## config.mk

```make
export PLATFORM = sky130hd
export DESIGN_NAME = accessory_ctrl
export DESIGN_NICKNAME = d
export VERILOG_FILES = /design/src/core/gate_pkg.sv /design/src/core/accessory_ctrl.sv /design/src/core/charge_gate.sv
export SDC_FILE = /design/constraint.sdc
export NUM_CORES = 1
export LEC_CHECK = 0
export ABC_AREA = 1
export BUFFER_PORTS_ARGS = -buffer_cell sky130_fd_sc_hd__buf_2
export CAP_MARGIN = 10
export CORE_MARGIN = 2
export CORE_UTILIZATION = 45
export CTS_CLUSTER_SIZE = 14
export DETAILED_ROUTE_END_ITERATION = 16
export PLACE_DENSITY = 0.66
export RECOVER_POWER = 100
export SLEW_MARGIN = 20
export SYNTH_ARGS = -nofsm -noshare
export SYNTH_HDL_FRONTEND = slang
export SYNTH_HIERARCHICAL = 1
export SYNTH_SLANG_ARGS = --single-unit
```

## constraint.sdc

```tcl
create_clock -name clk -period 5 [get_ports clk]
set_clock_uncertainty 0.05 [all_clocks]
set_input_delay 1.25 -clock clk [delete_from_list [all_inputs] [get_ports clk]]
set_output_delay 1.25 -clock clk [all_outputs]
set_load 0.005 [all_outputs]
```

## src/core/gate_pkg.sv

```systemverilog
// shared constants, register map and carrier types for the charger gate block
package gate_pkg;
  // register byte offsets
  localparam logic [7:0] CTRL_OFFS     = 8'h00;
  localparam logic [7:0] CHG_OFFS      = 8'h04;
  localparam logic [7:0] STAT_OFFS     = 8'h08;
  localparam logic [7:0] FLAG_OFFS     = 8'h0c;
  localparam logic [7:0] MASK_OFFS     = 8'h10;
  localparam int         ADDR_W        = 8;
  // control register fields
  localparam int CTL_ACC_DET    = 0;
  localparam int CTL_ADC_EN     = 1;
  localparam int CTL_SHUNT      = 2;
  localparam int CTL_VID_RM_EN  = 3;
  localparam int CTL_ID_VIDEO   = 4;
  localparam int CTL_FACT_LOW   = 5;
  localparam int CTL_NEG_LO     = 8;
  localparam int CTL_POS_LO     = 12;
  localparam logic [31:0] CTRL_RESET  = 32'h0000_4403;
  localparam logic [31:0] CTRL_WMASK  = 32'h0000_773f;
  // charger control fields
  localparam int CHG_HOST_EN    = 0;
  localparam int CHG_FORCE      = 1;
  localparam int CHG_AUTO_STOP  = 2;
  localparam logic [31:0] CHG_RESET   = 32'h0000_0004;
  localparam logic [31:0] CHG_WMASK   = 32'h0000_0007;
  // interrupt flags
  localparam int FLG_ID         = 0;
  localparam int FLG_TYPE       = 1;
  localparam int FLG_VID_RM     = 2;
  localparam int FLG_CHG        = 3;
  localparam int FLG_W          = 4;
  localparam logic [31:0] MASK_RESET  = 32'h0000_000f;
  // axi responses
  localparam logic [1:0] RESP_OKAY    = 2'b00;
  localparam logic [1:0] RESP_SLVERR  = 2'b10;
  // battery, charger-type and id codes
  localparam logic [1:0] BAT_PRESENT  = 2'b10;
  localparam logic [2:0] TYPE_NONE    = 3'b000;
  localparam logic [2:0] TYPE_SDP     = 3'b001;
  localparam logic [2:0] TYPE_CDP     = 3'b010;
  localparam logic [2:0] TYPE_DCP_LO  = 3'b011;
  localparam logic [2:0] TYPE_DCP_HI  = 3'b110;
  localparam logic [4:0] ID_FUSB_A    = 5'h18;
  localparam logic [4:0] ID_FUSB_B    = 5'h19;
  localparam logic [4:0] ID_FUART_A   = 5'h1c;
  localparam logic [4:0] ID_FUART_B   = 5'h1d;
  localparam logic [4:0] ID_AUDIO_1M  = 5'h1e;
  localparam logic [4:0] ID_OPEN      = 5'h1f;
  localparam logic [4:0] ID_BTN_LO    = 5'h01;
  localparam logic [4:0] ID_BTN_HI    = 5'h0d;
  // switch-select codes; bit 2 set means high impedance
  localparam logic [2:0] SW_USB       = 3'b000;
  localparam logic [2:0] SW_AUDIO     = 3'b001;
  localparam logic [2:0] SW_UART      = 3'b010;
  localparam logic [2:0] SW_HIZ       = 3'b100;
  localparam int         SW_HIZ_BIT   = 2;
  // accessory classes reported in status
  localparam logic [2:0] ACC_NONE     = 3'd0;
  localparam logic [2:0] ACC_FACTORY  = 3'd1;
  localparam logic [2:0] ACC_AUDIO    = 3'd2;
  localparam logic [2:0] ACC_USB      = 3'd3;
  localparam logic [2:0] ACC_CHARGER  = 3'd4;
  // charge timer
  localparam int          TIMER_W        = 42;
  localparam longint      CHG_TIMER_MIN  = 30;
  localparam longint      CLK_PERIOD_PS  = 4000;
  localparam logic [TIMER_W-1:0] CHG_TIMER_CYCLES =
    TIMER_W'(CHG_TIMER_MIN * 64'd60 * 64'd1000000000000 / CLK_PERIOD_PS);

  // analog status bits feeding the charger gate
  typedef struct packed {
    logic [1:0] battery_presence_code;
    logic       bus_voltage_valid;
    logic       charge_error_flag;
    logic       charger_detect_running;
    logic [2:0] charger_type_field;
    logic       usb_chargepump_int_bit;
  } charger_status_t;

  // host charge controls
  typedef struct packed {
    logic host_charge_enable;
    logic force_charge;
    logic auto_stop_enable;
  } charger_ctrl_t;

  // one connector line: one-hot input connection (usb, audio, uart, aux)
  typedef struct packed {
    logic [3:0] connect;
    logic [2:0] select;
  } line_switch_t;
endpackage

```

## src/core/accessory_ctrl.sv

```systemverilog
// top: axi4-lite registers, factory accessory detection and switch control
`timescale 1ns/100ps
`default_nettype none
// Behaviour
// - charge: battery 10, host on, bus valid, no error, no detect
// - auto-stop plus expired 30 min timer stops charging
// - type 000: force only; 001: force or chargepump bit clear
// - detection enabled out of reset
// - order: factory ids, headset, usb cable, charger
// - headset: 1M or button id, no bus power
// - usb cable: id open, type 001 or 010
// - charger: type 011 to 110
// - factory ids: pin low, route usb or uart
// - other ids: pin released, lines open unless headset or usb cable
// - detect off: host sets switches
// - codes 100-111 leave a line open
// - shunt bit grounds both audio inputs
// - removal detect: video stop or load loss raises flag
// - adc off forces id reading to ones
// - flag read clears flags, releases interrupt
module accessory_ctrl
  import gate_pkg::*;
#(
  parameter logic [gate_pkg::TIMER_W-1:0] TIMER_CYCLES =
    gate_pkg::CHG_TIMER_CYCLES
)(
  input  wire logic                      clk,
  input  wire logic                      resetn,
  input  wire logic                      ce,
  // axi4-lite slave
  input  wire logic [gate_pkg::ADDR_W-1:0] s_axi_awaddr,
  input  wire logic                      s_axi_awvalid,
  output logic                           s_axi_awready,
  input  wire logic [31:0]               s_axi_wdata,
  input  wire logic [3:0]                s_axi_wstrb,
  input  wire logic                      s_axi_wvalid,
  output logic                           s_axi_wready,
  output logic [1:0]                     s_axi_bresp,
  output logic                           s_axi_bvalid,
  input  wire logic                      s_axi_bready,
  input  wire logic [gate_pkg::ADDR_W-1:0] s_axi_araddr,
  input  wire logic                      s_axi_arvalid,
  output logic                           s_axi_arready,
  output logic [31:0]                    s_axi_rdata,
  output logic [1:0]                     s_axi_rresp,
  output logic                           s_axi_rvalid,
  input  wire logic                      s_axi_rready,
  // analog side status
  input  wire gate_pkg::charger_status_t chg_status,
  input  wire logic [4:0]                id_line_input,
  input  wire logic                      adc_low_flag,
  input  wire logic                      bus_power_pin,
  input  wire logic                      video_signal_present,
  input  wire logic                      video_load_present,
  // switch and charger controls
  output gate_pkg::line_switch_t         connector_neg_line,
  output gate_pkg::line_switch_t         connector_pos_line,
  output logic                           factory_output_pin_o,
  output logic                           factory_output_pin_oe,
  output logic                           click_pop_shunt_enable,
  output logic                           id_video_switch,
  output logic                           adc_enable,
  output logic                           charge_enable,
  output logic                           int_n
);
  typedef enum logic [2:0] {
    ST_MANUAL = 3'b001,
    ST_EVAL   = 3'b010,
    ST_HOLD   = 3'b100
  } det_state_t;

  typedef struct packed {
    logic             awready;
    logic             wready;
    logic             bvalid;
    logic [1:0]       bresp;
    logic             arready;
    logic             rvalid;
    logic [1:0]       rresp;
    logic [31:0]      rdata;
    logic [31:0]      ctrl;
    logic [31:0]      chg;
    logic [31:0]      mask;
    logic [FLG_W-1:0] flags;
    det_state_t       det;
    logic [2:0]       acc;
    logic [2:0]       auto_neg;
    logic [2:0]       auto_pos;
    logic             auto_fact_low;
    logic [4:0]       prev_id;
    logic [2:0]       prev_type;
    logic             prev_vsig;
    logic             prev_vload;
    logic             prev_chg;
    line_switch_t     neg;
    line_switch_t     pos;
    logic             fact_oe;
    logic             int_n;
  } top_state_t;

  top_state_t st_reg;
  top_state_t st_next;
  logic       chg_on;
  logic       chg_expired;

  ////////////////////////////////////////////////////////////////////////////
  // helpers

  // select code to one-hot input connection; high codes connect nothing
  function automatic logic [3:0] sw_decode(input logic [2:0] sel);
    sw_decode = '0;
    if (!sel[SW_HIZ_BIT])
      sw_decode[sel[1:0]] = 1'b1;
  endfunction

  // byte-lane merge of a write into a register
  function automatic logic [31:0] wmerge(input logic [31:0] old,
                                         input logic [31:0] data,
                                         input logic [3:0]  strb,
                                         input logic [31:0] wmask);
    wmerge = old;
    for (int i = 0; i < 4; i++)
    begin
      if (strb[i])
        wmerge[i*8 +: 8] = data[i*8 +: 8];
    end
    wmerge = (wmerge & wmask) | (old & ~wmask);
  endfunction

  ////////////////////////////////////////////////////////////////////////////
  // charger gate
  charge_gate #(
    .TIMER_CYCLES (TIMER_CYCLES)
  ) u_gate (
    .clk                   (clk),
    .resetn                (resetn),
    .ce                    (ce),
    .stat                  (chg_status),
    .ctrl                  ('{host_charge_enable: st_reg.chg[CHG_HOST_EN],
                              force_charge:       st_reg.chg[CHG_FORCE],
                              auto_stop_enable:   st_reg.chg[CHG_AUTO_STOP]}),
    .charging_enabled_flag (chg_on),
    .timer_expired         (chg_expired)
  );

  ////////////////////////////////////////////////////////////////////////////
  // next-state logic
  always_comb
  begin
    logic [4:0]       id_eff;
    logic [2:0]       ctyp;
    logic [FLG_W-1:0] set;
    logic [FLG_W-1:0] clr;
    logic [31:0]      status;
    logic             wr_go;
    logic             rd_go;
    logic [2:0]       nsel;
    logic [2:0]       psel;
    id_eff = '0;
    ctyp   = '0;
    set    = '0;
    clr    = '0;
    status = '0;
    wr_go  = 1'b0;
    rd_go  = 1'b0;
    nsel   = '0;
    psel   = '0;
    st_next = st_reg;

    // id reading as seen by detection and software
    id_eff = st_reg.ctrl[CTL_ADC_EN] ? id_line_input : ID_OPEN;
    ctyp   = chg_status.charger_type_field;

    // event sources
    set[FLG_ID]   = (id_eff != st_reg.prev_id);
    set[FLG_TYPE] = (ctyp != st_reg.prev_type);
    set[FLG_CHG]  = (chg_on != st_reg.prev_chg);
    set[FLG_VID_RM] = st_reg.ctrl[CTL_VID_RM_EN]
      && ((st_reg.prev_vsig && !video_signal_present)
       || (st_reg.prev_vload && !video_load_present));
    st_next.prev_id    = id_eff;
    st_next.prev_type  = ctyp;
    st_next.prev_chg   = chg_on;
    st_next.prev_vsig  = video_signal_present;
    st_next.prev_vload = video_load_present;

    // status word
    status[4:0]   = id_eff;
    status[5]     = adc_low_flag;
    status[10:8]  = ctyp;
    status[11]    = chg_status.bus_voltage_valid;
    status[12]    = chg_on;
    status[13]    = chg_expired;
    status[15:14] = chg_status.battery_presence_code;
    status[16]    = chg_status.charge_error_flag;
    status[17]    = chg_status.charger_detect_running;
    status[18]    = bus_power_pin;
    status[22:20] = st_reg.acc;
    status[26:24] = st_reg.det;

    // write channel: address and data taken together
    st_next.awready = 1'b0;
    st_next.wready  = 1'b0;
    if (st_reg.bvalid && s_axi_bready)
      st_next.bvalid = 1'b0;
    wr_go = st_reg.awready && st_reg.wready;
    if (s_axi_awvalid && s_axi_wvalid && !st_reg.bvalid && !wr_go)
    begin
      st_next.awready = 1'b1;
      st_next.wready  = 1'b1;
    end
    if (wr_go)
    begin
      st_next.bvalid = 1'b1;
      st_next.bresp  = RESP_OKAY;
      case (s_axi_awaddr)
        CTRL_OFFS: st_next.ctrl = wmerge(st_reg.ctrl, s_axi_wdata,
                                         s_axi_wstrb, CTRL_WMASK);
        CHG_OFFS:  st_next.chg  = wmerge(st_reg.chg, s_axi_wdata,
                                         s_axi_wstrb, CHG_WMASK);
        MASK_OFFS: st_next.mask = wmerge(st_reg.mask, s_axi_wdata,
                                         s_axi_wstrb, MASK_RESET);
        STAT_OFFS: ;
        FLAG_OFFS: ;
        default:   st_next.bresp = RESP_SLVERR;
      endcase
    end

    // read channel
    st_next.arready = 1'b0;
    if (st_reg.rvalid && s_axi_rready)
      st_next.rvalid = 1'b0;
    rd_go = st_reg.arready;
    if (s_axi_arvalid && !st_reg.rvalid && !rd_go)
      st_next.arready = 1'b1;
    if (rd_go)
    begin
      st_next.rvalid = 1'b1;
      st_next.rresp  = RESP_OKAY;
      st_next.rdata  = '0;
      case (s_axi_araddr)
        CTRL_OFFS: st_next.rdata = st_reg.ctrl;
        CHG_OFFS:  st_next.rdata = st_reg.chg;
        STAT_OFFS: st_next.rdata = status;
        MASK_OFFS: st_next.rdata = st_reg.mask;
        FLAG_OFFS:
        begin
          st_next.rdata[FLG_W-1:0] = st_reg.flags;
          clr = '1;
        end
        default:   st_next.rresp = RESP_SLVERR;
      endcase
    end

    // sticky flags: a new event wins over the read clear
    st_next.flags = (st_reg.flags & ~clr) | set;
    st_next.int_n = ~|(st_next.flags & ~st_reg.mask[FLG_W-1:0]);

    // factory detection state machine
    case (st_reg.det)
      ST_MANUAL:
      begin
        if (st_reg.ctrl[CTL_ACC_DET])
          st_next.det = ST_EVAL;
      end
      ST_EVAL:
      begin
        st_next.det           = ST_HOLD;
        st_next.acc           = ACC_NONE;
        st_next.auto_neg      = SW_HIZ;
        st_next.auto_pos      = SW_HIZ;
        st_next.auto_fact_low = 1'b0;
        if (id_eff == ID_FUSB_A || id_eff == ID_FUSB_B)
        begin
          st_next.acc           = ACC_FACTORY;
          st_next.auto_neg      = SW_USB;
          st_next.auto_pos      = SW_USB;
          st_next.auto_fact_low = 1'b1;
        end
        else if (id_eff == ID_FUART_A || id_eff == ID_FUART_B)
        begin
          st_next.acc           = ACC_FACTORY;
          st_next.auto_neg      = SW_UART;
          st_next.auto_pos      = SW_UART;
          st_next.auto_fact_low = 1'b1;
        end
        else if ((id_eff == ID_AUDIO_1M || (id_eff >= ID_BTN_LO
                 && id_eff <= ID_BTN_HI)) && !bus_power_pin)
        begin
          st_next.acc      = ACC_AUDIO;
          st_next.auto_neg = SW_AUDIO;
          st_next.auto_pos = SW_AUDIO;
        end
        else if (id_eff == ID_OPEN
                 && (ctyp == TYPE_SDP || ctyp == TYPE_CDP))
        begin
          st_next.acc      = ACC_USB;
          st_next.auto_neg = SW_USB;
          st_next.auto_pos = SW_USB;
        end
        else if (ctyp >= TYPE_DCP_LO && ctyp <= TYPE_DCP_HI)
          st_next.acc = ACC_CHARGER;
        if (!st_reg.ctrl[CTL_ACC_DET])
          st_next.det = ST_MANUAL;
      end
      ST_HOLD:
      begin
        if (!st_reg.ctrl[CTL_ACC_DET])
          st_next.det = ST_MANUAL;
        else if (set[FLG_ID] || set[FLG_TYPE])
          st_next.det = ST_EVAL;
      end
      default:
        st_next.det = ST_EVAL;
    endcase

    // switch outputs: automatic result or host selection
    if (st_reg.det == ST_MANUAL)
    begin
      nsel = st_reg.ctrl[CTL_NEG_LO +: 3];
      psel = st_reg.ctrl[CTL_POS_LO +: 3];
      st_next.fact_oe = !st_reg.ctrl[CTL_FACT_LOW];
    end
    else
    begin
      nsel = st_reg.auto_neg;
      psel = st_reg.auto_pos;
      st_next.fact_oe = !st_reg.auto_fact_low;
    end
    st_next.neg.select  = nsel;
    st_next.neg.connect = sw_decode(nsel);
    st_next.pos.select  = psel;
    st_next.pos.connect = sw_decode(psel);
  end

  ////////////////////////////////////////////////////////////////////////////
  // state register
  always_ff @(posedge clk or negedge resetn)
  begin
    if (!resetn)
    begin
      st_reg           <= '0;
      st_reg.ctrl      <= CTRL_RESET;
      st_reg.chg       <= CHG_RESET;
      st_reg.mask      <= MASK_RESET;
      st_reg.det       <= ST_EVAL;
      st_reg.acc       <= ACC_NONE;
      st_reg.auto_neg  <= SW_HIZ;
      st_reg.auto_pos  <= SW_HIZ;
      st_reg.prev_id   <= ID_OPEN;
      st_reg.neg       <= '{connect: 4'h0, select: SW_HIZ};
      st_reg.pos       <= '{connect: 4'h0, select: SW_HIZ};
      st_reg.fact_oe   <= 1'b1;
      st_reg.int_n     <= 1'b1;
    end
    else if (ce)
      st_reg <= st_next;
  end

  ////////////////////////////////////////////////////////////////////////////
  // outputs, all from flops
  assign s_axi_awready          = st_reg.awready;
  assign s_axi_wready           = st_reg.wready;
  assign s_axi_bvalid           = st_reg.bvalid;
  assign s_axi_bresp            = st_reg.bresp;
  assign s_axi_arready          = st_reg.arready;
  assign s_axi_rvalid           = st_reg.rvalid;
  assign s_axi_rresp            = st_reg.rresp;
  assign s_axi_rdata            = st_reg.rdata;
  assign connector_neg_line     = st_reg.neg;
  assign connector_pos_line     = st_reg.pos;
  assign factory_output_pin_o   = st_reg.auto_fact_low & 1'b0;  // drives low
  assign factory_output_pin_oe  = st_reg.fact_oe;   // low while pulling down
  assign click_pop_shunt_enable = st_reg.ctrl[CTL_SHUNT];
  assign id_video_switch        = st_reg.ctrl[CTL_ID_VIDEO];
  assign adc_enable             = st_reg.ctrl[CTL_ADC_EN];
  assign charge_enable          = chg_on;
  assign int_n                  = st_reg.int_n;
endmodule
`default_nettype wire

```

## src/core/charge_gate.sv

```systemverilog
// charger enable decision with the auto-stop charge timer
`timescale 1ns/100ps
`default_nettype none
module charge_gate
  import gate_pkg::*;
#(
  parameter logic [gate_pkg::TIMER_W-1:0] TIMER_CYCLES =
    gate_pkg::CHG_TIMER_CYCLES
)(
  input  wire logic                     clk,
  input  wire logic                     resetn,
  input  wire logic                     ce,
  input  wire gate_pkg::charger_status_t stat,
  input  wire gate_pkg::charger_ctrl_t   ctrl,
  output logic                          charging_enabled_flag,
  output logic                          timer_expired
);
  typedef struct packed {
    logic [TIMER_W-1:0] timer;
    logic               on;
    logic               expired;
  } gate_state_t;

  gate_state_t st_reg;
  gate_state_t st_next;

  ////////////////////////////////////////////////////////////////////////////
  // next-state logic
  always_comb
  begin
    logic base_ok;
    logic type_ok;
    base_ok = 1'b0;
    type_ok = 1'b0;
    st_next = st_reg;
    base_ok = (stat.battery_presence_code == BAT_PRESENT)
            && ctrl.host_charge_enable && stat.bus_voltage_valid
            && !stat.charge_error_flag
            && !stat.charger_detect_running;
    if (stat.charger_type_field == TYPE_NONE)
      type_ok = ctrl.force_charge;
    else if (stat.charger_type_field == TYPE_SDP)
      type_ok = ctrl.force_charge
              || !stat.usb_chargepump_int_bit;
    else
      type_ok = 1'b1;
    // timer runs while charge is allowed, restarts when it is not
    if (!(base_ok && type_ok))
      st_next.timer = '0;
    else if (st_reg.timer != TIMER_CYCLES)
      st_next.timer = st_reg.timer + TIMER_W'(1);
    st_next.expired = (st_next.timer == TIMER_CYCLES);
    st_next.on = base_ok && type_ok
               && !(ctrl.auto_stop_enable && st_next.expired);
  end

  // state register
  always_ff @(posedge clk or negedge resetn)
  begin
    if (!resetn)
      st_reg <= '0;
    else if (ce)
      st_reg <= st_next;
  end

  assign charging_enabled_flag = st_reg.on;
  assign timer_expired         = st_reg.expired;
endmodule
`default_nettype wire

```

==> impl_metrics.json, run 1 <==
{
  "run_status": "finished, violations left",
  "violations": "capacitance limit, slew limit",
  "avgRoutedWirePerCell_um": 15.2,
  "synth_area_mm2": 0.00846,
  "netlist_instances": 1249,
  "insertion_delay_ps": 430,
  "dr_wl_met3_um": 1500,
  "cts_sinks": 134,
  "slowest_stage": "clkbuf_1",
  "yosysUniqueCellTypes": 41,
  "cp_num_buf_inv": 2,
  "max_freq_mhz": 276,
  "yosys-mux-area-fraction_pct": 0,
  "gp_congestion": 0.949,
  "rsz0062_at_grt": "no",
  "cts_tree": "built",
  "ctsResizeCount": 0,
  "drt_iter0_markers": 788,
  "ys_async_sr_fraction_pct": 100,
  "rows": 50,
  "ys_seq_elements": 134,
  "synth_top_area_share_pct": 33.7,
  "yosysWarnings": 6,
  "post_synth_xor_area_fraction_pct": 0.932,
  "synth_area_per_cell_um2": 6.77,
  "utilization_pct": 50.4,
  "drive_gt1_share_pct": 14.2,
  "drt_wl_total_um": 23600,
  "p_leak_nw": 4.44,
  "crit_fanout": 16,
  "drv_slew": 90,
  "synth_edf_count": 0,
  "synth.area.top_cells": "dfrtp_1 (34%), nand2_1 (19%), nor2_1 (6.6%), dfstp_2 (6.2%), inv_1 (5.5%)",
  "wl_met2_um": 10300,
  "grt_pass1_wl_um": 38100,
  "hpwl_um": 17600,
  "io_pins": 140,
  "crit_path_end_kind": "flip-flop",
  "grt_max_degree": 90,
  "ctsHoldBuffers": 0,
  "track_usage_pct": 24.2,
  "synth_compound_area_share_pct": 9.04,
  "worst_pin_slew_ps": 2280,
  "root_buffer": "clkbuf_16",
  "antenna_found_initial": 0,
  "drtAntennaViolNets": 0,
  "finalCritPeriodShare_pct": 72.4,
  "worst_hold_path_type": "reg -> reg",
  "grt_pass1_vias": 7451,
  "place_ws_ps": 1370,
  "setup_tns_ps": 0,
  "synth_top_family_by_area": "simple AND/OR/NAND/NOR gates",
  "crit_required_ps": 5260,
  "ir_drop_mv": 0.250,
  "setup_viol": 0,
  "hold_violations": 0,
  "clk_pin_slew_ps": 70,
  "vias": 8092,
  "cts_made_buffers": 17,
  "yosys_most_used_dff": "dfrtp_1",
  "die_x_um": 141,
  "layout_min_cycle_time_ps": 3620,
  "clock_path_buffers": 2,
  "routed.top_layer": "met4",
  "syn_to_final_growth_pct": 10.6,
  "power_w": 0.00306,
  "n_antenna_cell": 0,
  "synth_top_area_cell": "dfrtp_1",
  "h-tree-depth": 4,
  "die_y_um": 141,
  "crit_type": "in -> reg",
  "critPathLaunchType": "input pin",
  "ys_seq_area_share_pct": 39.9,
  "m1WireLength_um": 11500,
  "r2r_slack_ps": 1900,
  "coreArea_mm2": 0.0186,
  "cp_top_family": "simple AND/OR/NAND/NOR gates",
  "cp.arrival_ps": 3880,
  "die_area_mm2": 0.0199,
  "drv_cap": 1,
  "fin_ws_ps": 1380,
  "hold_ws_ps": 428,
  "synth_simple_gate_area_share_pct": 37.3,
  "via_per_inst": 5.21,
  "powerDensity_mw_per_mm2": 327,
  "drtPass1Iterations": 6,
  "grt-ovfl-total": 0,
  "path_cells": "buf_2 > nor2_1 > nand3_1 > a21oi_4 > clkbuf_1 > nand3_1 > a21oi_1 > nand2_1 > nor2_1 > nand2_1 > nor2_1 > nand3_1 > nand3_1 > nand2_1",
  "initial_utilization_pct": 45.5,
  "fin_nets": 1387,
  "largest_register_ffs": 42,
  "port_buffers": 114,
  "synthAdderAreaFrac_pct": 0.296,
  "cpMostUsedCell": "nand3_1",
  "post_cts_buffers": 0,
  "slowest_delay_ps": 550,
  "relSlewSlack_pct": -52.1,
  "filler_cell_count": 1916,
  "drc": 0
}
worst reg2reg max path, stage by stage (launching register included):
cell and delay, ps:
dfrtp_1 590, ha_1 470, nand3_1 230, nor2_2 360, nand3_1 170, nand2_1 90, nand2_1 70, o21ai_1 150
nand2_1 80, nor2_1 150, nand3_1 150, nor2_1 210, nand3_1 90, nand3_1 80, nand2_1 60
report_power, final:
part	leakage (nW)	total [W]	switching, W	internal [W]
clock network	0.290	0.00129	0.000570	0.000716
logic	2.43	0.000475	0.000303	0.000172
registers	1.72	0.00130	0.0000805	0.00122
total	4.44	0.00306	0.000954	0.00211
stage by stage:
step	std cells	instance area (µm²)
4_1_cts	1554	9460
3_5_place_dp	1522	8860
2_1_floorplan	1251	8470
3_3_place_gp	1522	8860
5_1_grt	1554	9360
6_report	1554	9360
synthesized netlist by cell type (3+ instances only):
| library cell | n |
|---|---|
| a21oi_1 | 14 |
| buf_2 | 7 |
| buf_4 | 56 |
| clkbuf_1 | 20 |
| dfrtp_1 | 114 |
| dfstp_2 | 20 |
| inv_1 | 124 |
| inv_2 | 8 |
| nand2_1 | 425 |
| nand2_2 | 11 |
| nand3_1 | 83 |
| nand3b_1 | 3 |
| nand4_1 | 17 |
| nor2_1 | 149 |
| nor2_2 | 16 |
| nor2_4 | 6 |
| nor3_1 | 16 |
| nor3_2 | 4 |
| o211ai_1 | 3 |
| o21ai_0 | 82 |
| o21ai_1 | 28 |
| o22ai_1 | 6 |
| o31ai_1 | 4 |
| or2_1 | 3 |
| xnor2_1 | 3 |
| xor2_1 | 6 |
per-layer routing:
| layer | track usage, % | up-vias |
|---|---|---|
| li1 | - | 4011 |
| met1 | 35.4 | 3728 |
| met2 | 37.5 | 325 |
| met3 | 3.70 | 28 |
| met4 | 6.47 | 0 |
| met5 | 0 | - |
layout by cell type (no fill, tap or decap), types with 7 or more instances in the layout:
master     count
nand4_1       17
o21ai_1       17
a21oi_1       15
inv_2          7
dfstp_2       18
nand3_1       84
clkbuf_16     17
nor3_1        16
dfrtp_1      114
nor2_1       153
inv_1        125
buf_2         92
o21ai_0       93
nand2_2        7
clkbuf_1      28
nor2_2        13
nand2_1      429
worst paths after layout:
kind | cells past startpoint | from | to
min reg2reg | 2 | connector_pos_line[6]$_DFFE_PN0P_ | connector_pos_line[6]$_DFFE_PN0P_
max reg2reg | 14 | u_gate/st_reg[2]$_DFFE_PN0P_ | u_gate/charging_enabled_flag$_DFFE_PN0P_
min | 2 | connector_pos_line[6]$_DFFE_PN0P_ | connector_pos_line[6]$_DFFE_PN0P_
min in group asynchronous | 1 | resetn | u_gate/st_reg[13]$_DFFE_PN0P_
max in group asynchronous | 2 | resetn | st_reg[41]$_DFFE_PN0P_
max | 14 | chg_status[5] | u_gate/charging_enabled_flag$_DFFE_PN0P_
layout make-up:
cell class | instances | area (µm²) | share of cell area [%]
clock buffer | 17 | 425 | 4.54
clock inverter | 15 | 178 | 1.90
inverter | 132 | 495 | 5.29
multi-input combinational | 899 | 4010 | 42.8
sequential | 134 | 3380 | 36.1
tap | 234 | 293 | 3.13
timing repair buffer | 123 | 586 | 6.26
logic make-up after synthesis:
family	count (synthesis)
AND/OR/NAND/NOR	741
buffers and inverters	218
AO/OA/AOI/OAI	144
flip-flops	134
XOR/XNOR	9
adder cells (fa/ha/maj)	2
other	1
(Power assumes the default switching activity.)
==> run 2: changes to the inputs <==
--- a/config.mk
+++ b/config.mk
@@ -12,7 +12,7 @@
 export CORE_UTILIZATION = 45
 export CTS_CLUSTER_SIZE = 14
 export DETAILED_ROUTE_END_ITERATION = 16
-export PLACE_DENSITY = 0.66
+export PLACE_DENSITY = 0.69
 export RECOVER_POWER = 100
 export SLEW_MARGIN = 20
 export SYNTH_ARGS = -nofsm -noshare
==> constraint.sdc (replaced) <==
create_clock -name clk -period 3 [get_ports clk]
set_clock_uncertainty 0.05 [all_clocks]
set_input_delay 0.75 -clock clk [delete_from_list [all_inputs] [get_ports clk]]
set_output_delay 0.75 -clock clk [all_outputs]
set_load 0.005 [all_outputs]
==> run 2 against run 1 <==
Effect of this change: the run now ends clean; largest power group unchanged; first-iteration DRC count decreased by 24%; sequential share of layout area decreased by 0.16 points; clock power increased by 60%.
==> impl_metrics.json, run 2 (synthesis results as in run 1) <==
{
  "run_status": "completed",
  "grt_max_degree": 57,
  "critPathLaunchType": "input pin",
  "clk_pin_slew_ps": 60,
  "track_usage_pct": 24.1,
  "grt-ovfl-total": 0,
  "drt_iter0_markers": 596,
  "drtPass1Iterations": 5,
  "insertion_delay_ps": 420,
  "grt_pass1_wl_um": 37900,
  "cts_sinks": 134,
  "root_buffer": "clkbuf_16",
  "drv_cap": 0,
  "post_cts_buffers": 0,
  "p_leak_nw": 4.47,
  "drt_wl_total_um": 23500,
  "fin_nets": 1395,
  "place_ws_ps": 255,
  "grt_pass1_vias": 7442,
  "rows": 50,
  "die_area_mm2": 0.0199,
  "die_y_um": 141,
  "hpwl_um": 17900,
  "ctsResizeCount": 0,
  "ir_drop_mv": 0.357,
  "drc": 0,
  "syn_to_final_growth_pct": 11.1,
  "initial_utilization_pct": 45.5,
  "relSlewSlack_pct": 5.07,
  "die_x_um": 141,
  "drive_gt1_share_pct": 14.4,
  "multi_input_area_mm2": 0.00398,
  "powerDensity_mw_per_mm2": 537,
  "clock_path_buffers": 2,
  "hold_violations": 0,
  "max_freq_mhz": 376,
  "crit_fanout": 18,
  "layout_common_cells": "nand2_1 (429), nor2_1 (155), inv_1 (125)",
  "ctsHoldBuffers": 0,
  "antenna_found_initial": 0,
  "largest_register_ffs": 42,
  "crit_required_ps": 3310,
  "layout_commonest_cell": "nand2_1",
  "crit_type": "in -> reg",
  "via_per_inst": 5.15,
  "drv_slew": 0,
  "fin_ws_ps": 338,
  "coreArea_mm2": 0.0186,
  "regArea_mm2": 0.00338,
  "layout_min_cycle_time_ps": 2660,
  "port_buffers": 114,
  "io_pins": 140,
  "rsz0062_at_grt": "no",
  "n_antenna_cell": 0,
  "cts_tree": "built",
  "setup_tns_ps": 0,
  "finalCritPeriodShare_pct": 88.7,
  "filler_cell_count": 1864,
  "drtAntennaViolNets": 0,
  "setup_viol": 0,
  "crit_path_end_kind": "flip-flop",
  "avgRoutedWirePerCell_um": 15.0,
  "worst_pin_slew_ps": 1420,
  "vias": 8042,
  "h-tree-depth": 4,
  "cp.arrival_ps": 2970,
  "gp_congestion": 1.02,
  "cts_made_buffers": 17,
  "worst_hold_path_type": "reg -> reg"
}
-- run 2: changes by cell type in the layout (fill, tap and decap cells not counted), moves of 2 or more --
cell / change
inv_8: -2
buf_12: +2
o21ai_0: +3
nor2_2: -2
clkbuf_1: -2
buf_4: +5
o21ai_1: -3
clkbuf_2: +3
nor2_1: +2
-- run 2: metal layers --
metal	track usage, %	part of all wire [%]	up-vias
li1	-	-	4020
met1	34.9	48	3695
met2	36.5	44	291
met3	4.08	6.1	36
met4	8.26	2.2	0
met5	0	0	-
-- run 2: through the flow --
| step | total power [W] | hold slack, ps | std cells | cell area (µm²) | utilization [%] |
|---|---|---|---|---|---|
| after detailed placement | 0.00306 | 411 | 1530 | 8950 | 48.2 |
| after global placement | 0.00303 | 407 | 1530 | 8950 | 48.2 |
| after CTS | 0.00514 | 242 | 1562 | 9540 | 51.3 |
| after floorplan | 0.00281 | 397 | 1251 | 8470 | - |
| after global routing | 0.00531 | 448 | 1562 | 9400 | 50.6 |
| final | 0.00505 | 425 | 1562 | 9400 | 50.6 |
-- run 2: worst max-delay path, stage by stage --
cell and delay (ps):
buf_2 90, inv_1 40, nand2_1 90, nor2_4 200, nand4_1 760, inv_1 610, nand2_1 100, o21ai_0 150
nand2_1 90, nand2_1 80
-- run 2: area by class of cell --
type                    count  area share, %
multi-input cells         899           42.3
flip-flops and latches    134           35.9
clock buffers              17           4.52
clock inverters            15           1.70
well taps                 234           3.11
repair buffers            131           7.12
inverters                 132           5.27
-- run 2: path summary, 6_finish.rpt --
check                                                    from                                        to  slack (ps)  cells after the start
min in group asynchronous                              resetn              u_gate/st_reg[5]$_DFFE_PN0P_         580                      1
worst max register to register  u_gate/st_reg[10]$_DFFE_PN0P_  u_gate/charging_enabled_flag$_DFFE_PN0P_         410                     15
worst min register to register    s_axi_rdata[14]$_DFFE_PN0P_               s_axi_rdata[14]$_DFFE_PN0P_         430                      2
worst min-delay path              s_axi_rdata[14]$_DFFE_PN0P_               s_axi_rdata[14]$_DFFE_PN0P_         430                      2
max in group asynchronous                              resetn                   st_reg[120]$_DFFE_PN0P_         690                      2
worst max-delay path                          s_axi_araddr[6]                s_axi_rdata[5]$_DFFE_PN0P_         340                     10
-- run 2: power by group --
| part | switching, W | total (W) | internal, W |
|---|---|---|---|
| Sequential | 0.000133 | 0.00217 | 0.00204 |
| Combinational | 0.000516 | 0.000813 | 0.000298 |
| Clock | 0.000895 | 0.00207 | 0.00118 |
==> run 3: changes to the inputs <==
--- a/config.mk
+++ b/config.mk
@@ -5,7 +5,6 @@
 export SDC_FILE = /design/constraint.sdc
 export NUM_CORES = 1
 export LEC_CHECK = 0
-export ABC_AREA = 1
 export BUFFER_PORTS_ARGS = -buffer_cell sky130_fd_sc_hd__buf_2
 export CAP_MARGIN = 10
 export CORE_MARGIN = 2
@@ -13,7 +12,6 @@
 export CTS_CLUSTER_SIZE = 14
 export DETAILED_ROUTE_END_ITERATION = 16
 export PLACE_DENSITY = 0.69
-export RECOVER_POWER = 100
 export SLEW_MARGIN = 20
 export SYNTH_ARGS = -nofsm -noshare
 export SYNTH_HDL_FRONTEND = slang
==> run 3 against run 2 <==
Effect of this change: sequential power fell by 7%; core utilization up 3.6 points; via count down 15%; sequential share of layout area is 0.23 points higher; clock power is 2% higher; cell count down 24%; worst setup slack lost 150 ps.
==> impl_metrics.json, run 3 <==
{
  "r2r_slack_ps": 180,
  "critPathLaunchType": "flip-flop",
  "cts_tree": "built",
  "relSlewSlack_pct": 50.4,
  "yosysMostFrequentCell": "dfrtp_1",
  "n_antenna_cell": 0,
  "post_cts_buffers": 0,
  "setup_viol": 0,
  "yosysUniqueCellTypes": 76,
  "grt-ovfl-total": 0,
  "root_buffer": "clkbuf_16",
  "synth_area_mm2": 0.00792,
  "grt_pass1_vias": 6505,
  "rows": 48,
  "drtAntennaViolNets": 0,
  "p_leak_nw": 4.35,
  "initial_utilization_pct": 46.0,
  "setup_tns_ps": 0,
  "insertion_delay_ps": 430,
  "cp_num_buf_inv": 1,
  "die_area_mm2": 0.0187,
  "layout_commonest_cell": "dfrtp_1",
  "finalCritPeriodShare_pct": 93.9,
  "p_int_w": 0.00338,
  "synth_edf_count": 0,
  "clock_path_buffers": 2,
  "coreArea_mm2": 0.0172,
  "rsz0062_at_grt": "no",
  "synth.area.top_cells": "dfrtp_1 (36%), dfstp_2 (6.6%), buf_4 (5.0%), nand2_1 (4.4%), mux2_2 (3.8%)",
  "yosys-top-cells-count": "dfrtp_1 (114), nand2_1 (92), o21ai_0 (59)",
  "avgRoutedWirePerCell_um": 18.0,
  "antenna_found_initial": 0,
  "crit_type": "reg -> reg",
  "drt_iter0_markers": 694,
  "h-tree-depth": 4,
  "synth_area_per_cell_um2": 9.29,
  "drt_wl_total_um": 21400,
  "drive_gt1_share_pct": 30.7,
  "cp_top_family": "simple AND/OR/NAND/NOR gates",
  "m1WireLength_um": 9550,
  "r2r-end": "u_gate/charging_enabled_flag$_DFFE_PN0P_",
  "ys_async_sr_fraction_pct": 100,
  "ys_seq_elements": 134,
  "drv_slew": 0,
  "yosysWarnings": 6,
  "run_status": "completed",
  "cts_sinks": 134,
  "port_buffers": 114,
  "powerDensity_mw_per_mm2": 495,
  "ctsHoldBuffers": 0,
  "power_w": 0.00463,
  "wl_met2_um": 10300,
  "drtPass1Iterations": 5,
  "grt_pass1_wl_um": 34400,
  "vias": 6809,
  "routed.top_layer": "met4",
  "cp.arrival_ps": 3070,
  "synth_top_area_share_pct": 36.0,
  "crit_fanout": 4,
  "largest_register_ffs": 42,
  "slowest_delay_ps": 580,
  "track_usage_pct": 24.0,
  "via_per_inst": 5.72,
  "die_y_um": 137,
  "drc": 0,
  "die_x_um": 137,
  "seqPwrFrac_pct": 43.5,
  "p_sw_share_pct": 26.9,
  "reg2reg_depth": 9,
  "worst_hold_path_type": "in -> async",
  "clk_pin_slew_ps": 70,
  "synth_top_area_cell": "dfrtp_1",
  "max_freq_mhz": 355,
  "layout_common_cells": "dfrtp_1 (114), buf_2 (113), nand2_1 (92)",
  "slowest_stage": "or4_4",
  "path_cells": "nand4_2 > or4_4 > buf_4 > nor4_4 > xnor2_1 > nor2_1 > nor4b_4 > nand4_1 > o31a_1",
  "gp_congestion": 0.914,
  "dr_wl_met3_um": 1190,
  "hpwl_um": 15300,
  "power.share.clock_pct": 45.7,
  "hold_violations": 0,
  "ir_drop_mv": 0.403,
  "io_pins": 140,
  "ys_seq_area_share_pct": 42.6,
  "comb_power_share_pct": 10.8,
  "p_switching_w": 0.00125,
  "netlist_instances": 853,
  "syn_to_final_growth_pct": 17.9,
  "filler_cell_count": 1563,
  "cts_made_buffers": 17,
  "yosys_most_used_dff": "dfrtp_1",
  "hold_ws_ps": 171,
  "r2r_start": "u_gate/st_reg[13]$_DFFE_PN0P_",
  "grt_max_degree": 89,
  "crit_path_end_kind": "flip-flop",
  "worst_pin_slew_ps": 741,
  "crit_required_ps": 3260,
  "fin_nets": 1033,
  "drv_cap": 0,
  "layout_min_cycle_time_ps": 2820
}
==> run 3: cell types whose count changed after synthesis, moves of 14 or more <==
| cell | previous run | this run |
|---|---|---|
| mux2_2 | 0 | 27 |
| a21oi_1 | 14 | 30 |
| a22o_1 | 0 | 16 |
| nor2_2 | 16 | 2 |
| and3_1 | 0 | 25 |
| inv_1 | 124 | 18 |
| o31ai_1 | 4 | 18 |
| o21ai_0 | 82 | 59 |
| clkbuf_1 | 20 | 38 |
| nor2_1 | 149 | 43 |
| nand3_1 | 83 | 23 |
| nor2b_1 | 0 | 17 |
| nand2_1 | 425 | 92 |
| mux2i_1 | 0 | 16 |
==> run 3: metal layers <==
metal  up-vias  GRT usage, %
met1      3301          31.7
met2       223          39.3
met3        35          5.07
met5         -             0
li1       3250             -
met4         0          7.81
==> run 3: power by group through the flow <==
stage,Sequential (W),Clock (W),Combinational (W)
CTS,0.00201,0.00214,0.000504
global placement,0.00204,0,0.000492
detailed placement,0.00204,0,0.000501
global route,0.00203,0.00223,0.000561
floorplan,0.00200,0,0.000361
finish,0.00201,0.00211,0.000499
==> run 3: cell families after synthesis <==
kind of cell / synth area share (%)
compound gates: 18.1
xor+xnor: 2.98
fa+ha+maj: 0.316
buf+inv: 8.56
flops: 42.6
mux: 6.43
other cells: 0.0473
simple gates: 20.9
==> run 3: through the flow <==
step	cells	cell area [µm²]	worst slack, ps	util [%]
after floorplan	855	7930	2.20	-
after global placement	1159	8720	-35.7	50.6
after detailed placement	1159	8720	-149	50.6
after CTS	1191	9330	51.0	54.1
after global routing	1191	9340	82.1	54.2
final	1191	9340	183	54.2
==> run 3: area by class of cell <==
| class | count | area (µm²) | area share, % |
|---|---|---|---|
| well taps | 225 | 282 | 3.01 |
| inverters | 19 | 71.3 | 0.763 |
| clock buffers | 17 | 425 | 4.55 |
| flip-flops and latches | 134 | 3380 | 36.2 |
| clock inverters | 15 | 169 | 1.81 |
| multi-input cells | 598 | 3900 | 41.7 |
| repair buffers | 183 | 1120 | 12.0 |
==> run 3: worst max path at each step <==
stage | from | to | cells after the start
final | u_gate/st_reg[13]$_DFFE_PN0P_ | u_gate/charging_enabled_flag$_DFFE_PN0P_ | 9
after global placement | u_gate/st_reg[2]$_DFFE_PN0P_ | u_gate/charging_enabled_flag$_DFFE_PN0P_ | 9
after floorplan | u_gate/st_reg[2]$_DFFE_PN0P_ | u_gate/charging_enabled_flag$_DFFE_PN0P_ | 10
after global routing | u_gate/st_reg[3]$_DFFE_PN0P_ | u_gate/charging_enabled_flag$_DFFE_PN0P_ | 10
after CTS | u_gate/st_reg[3]$_DFFE_PN0P_ | u_gate/charging_enabled_flag$_DFFE_PN0P_ | 10
after detailed placement | u_gate/st_reg[3]$_DFFE_PN0P_ | u_gate/charging_enabled_flag$_DFFE_PN0P_ | 9
==> run 3: what timing repair did <==
action                                  4_1_cts  5_1_grt
pin swaps                                     0        3
resized for setup                             3        2
hold endpoints to repair                      0        0
endpoints found under the setup margin        2        2
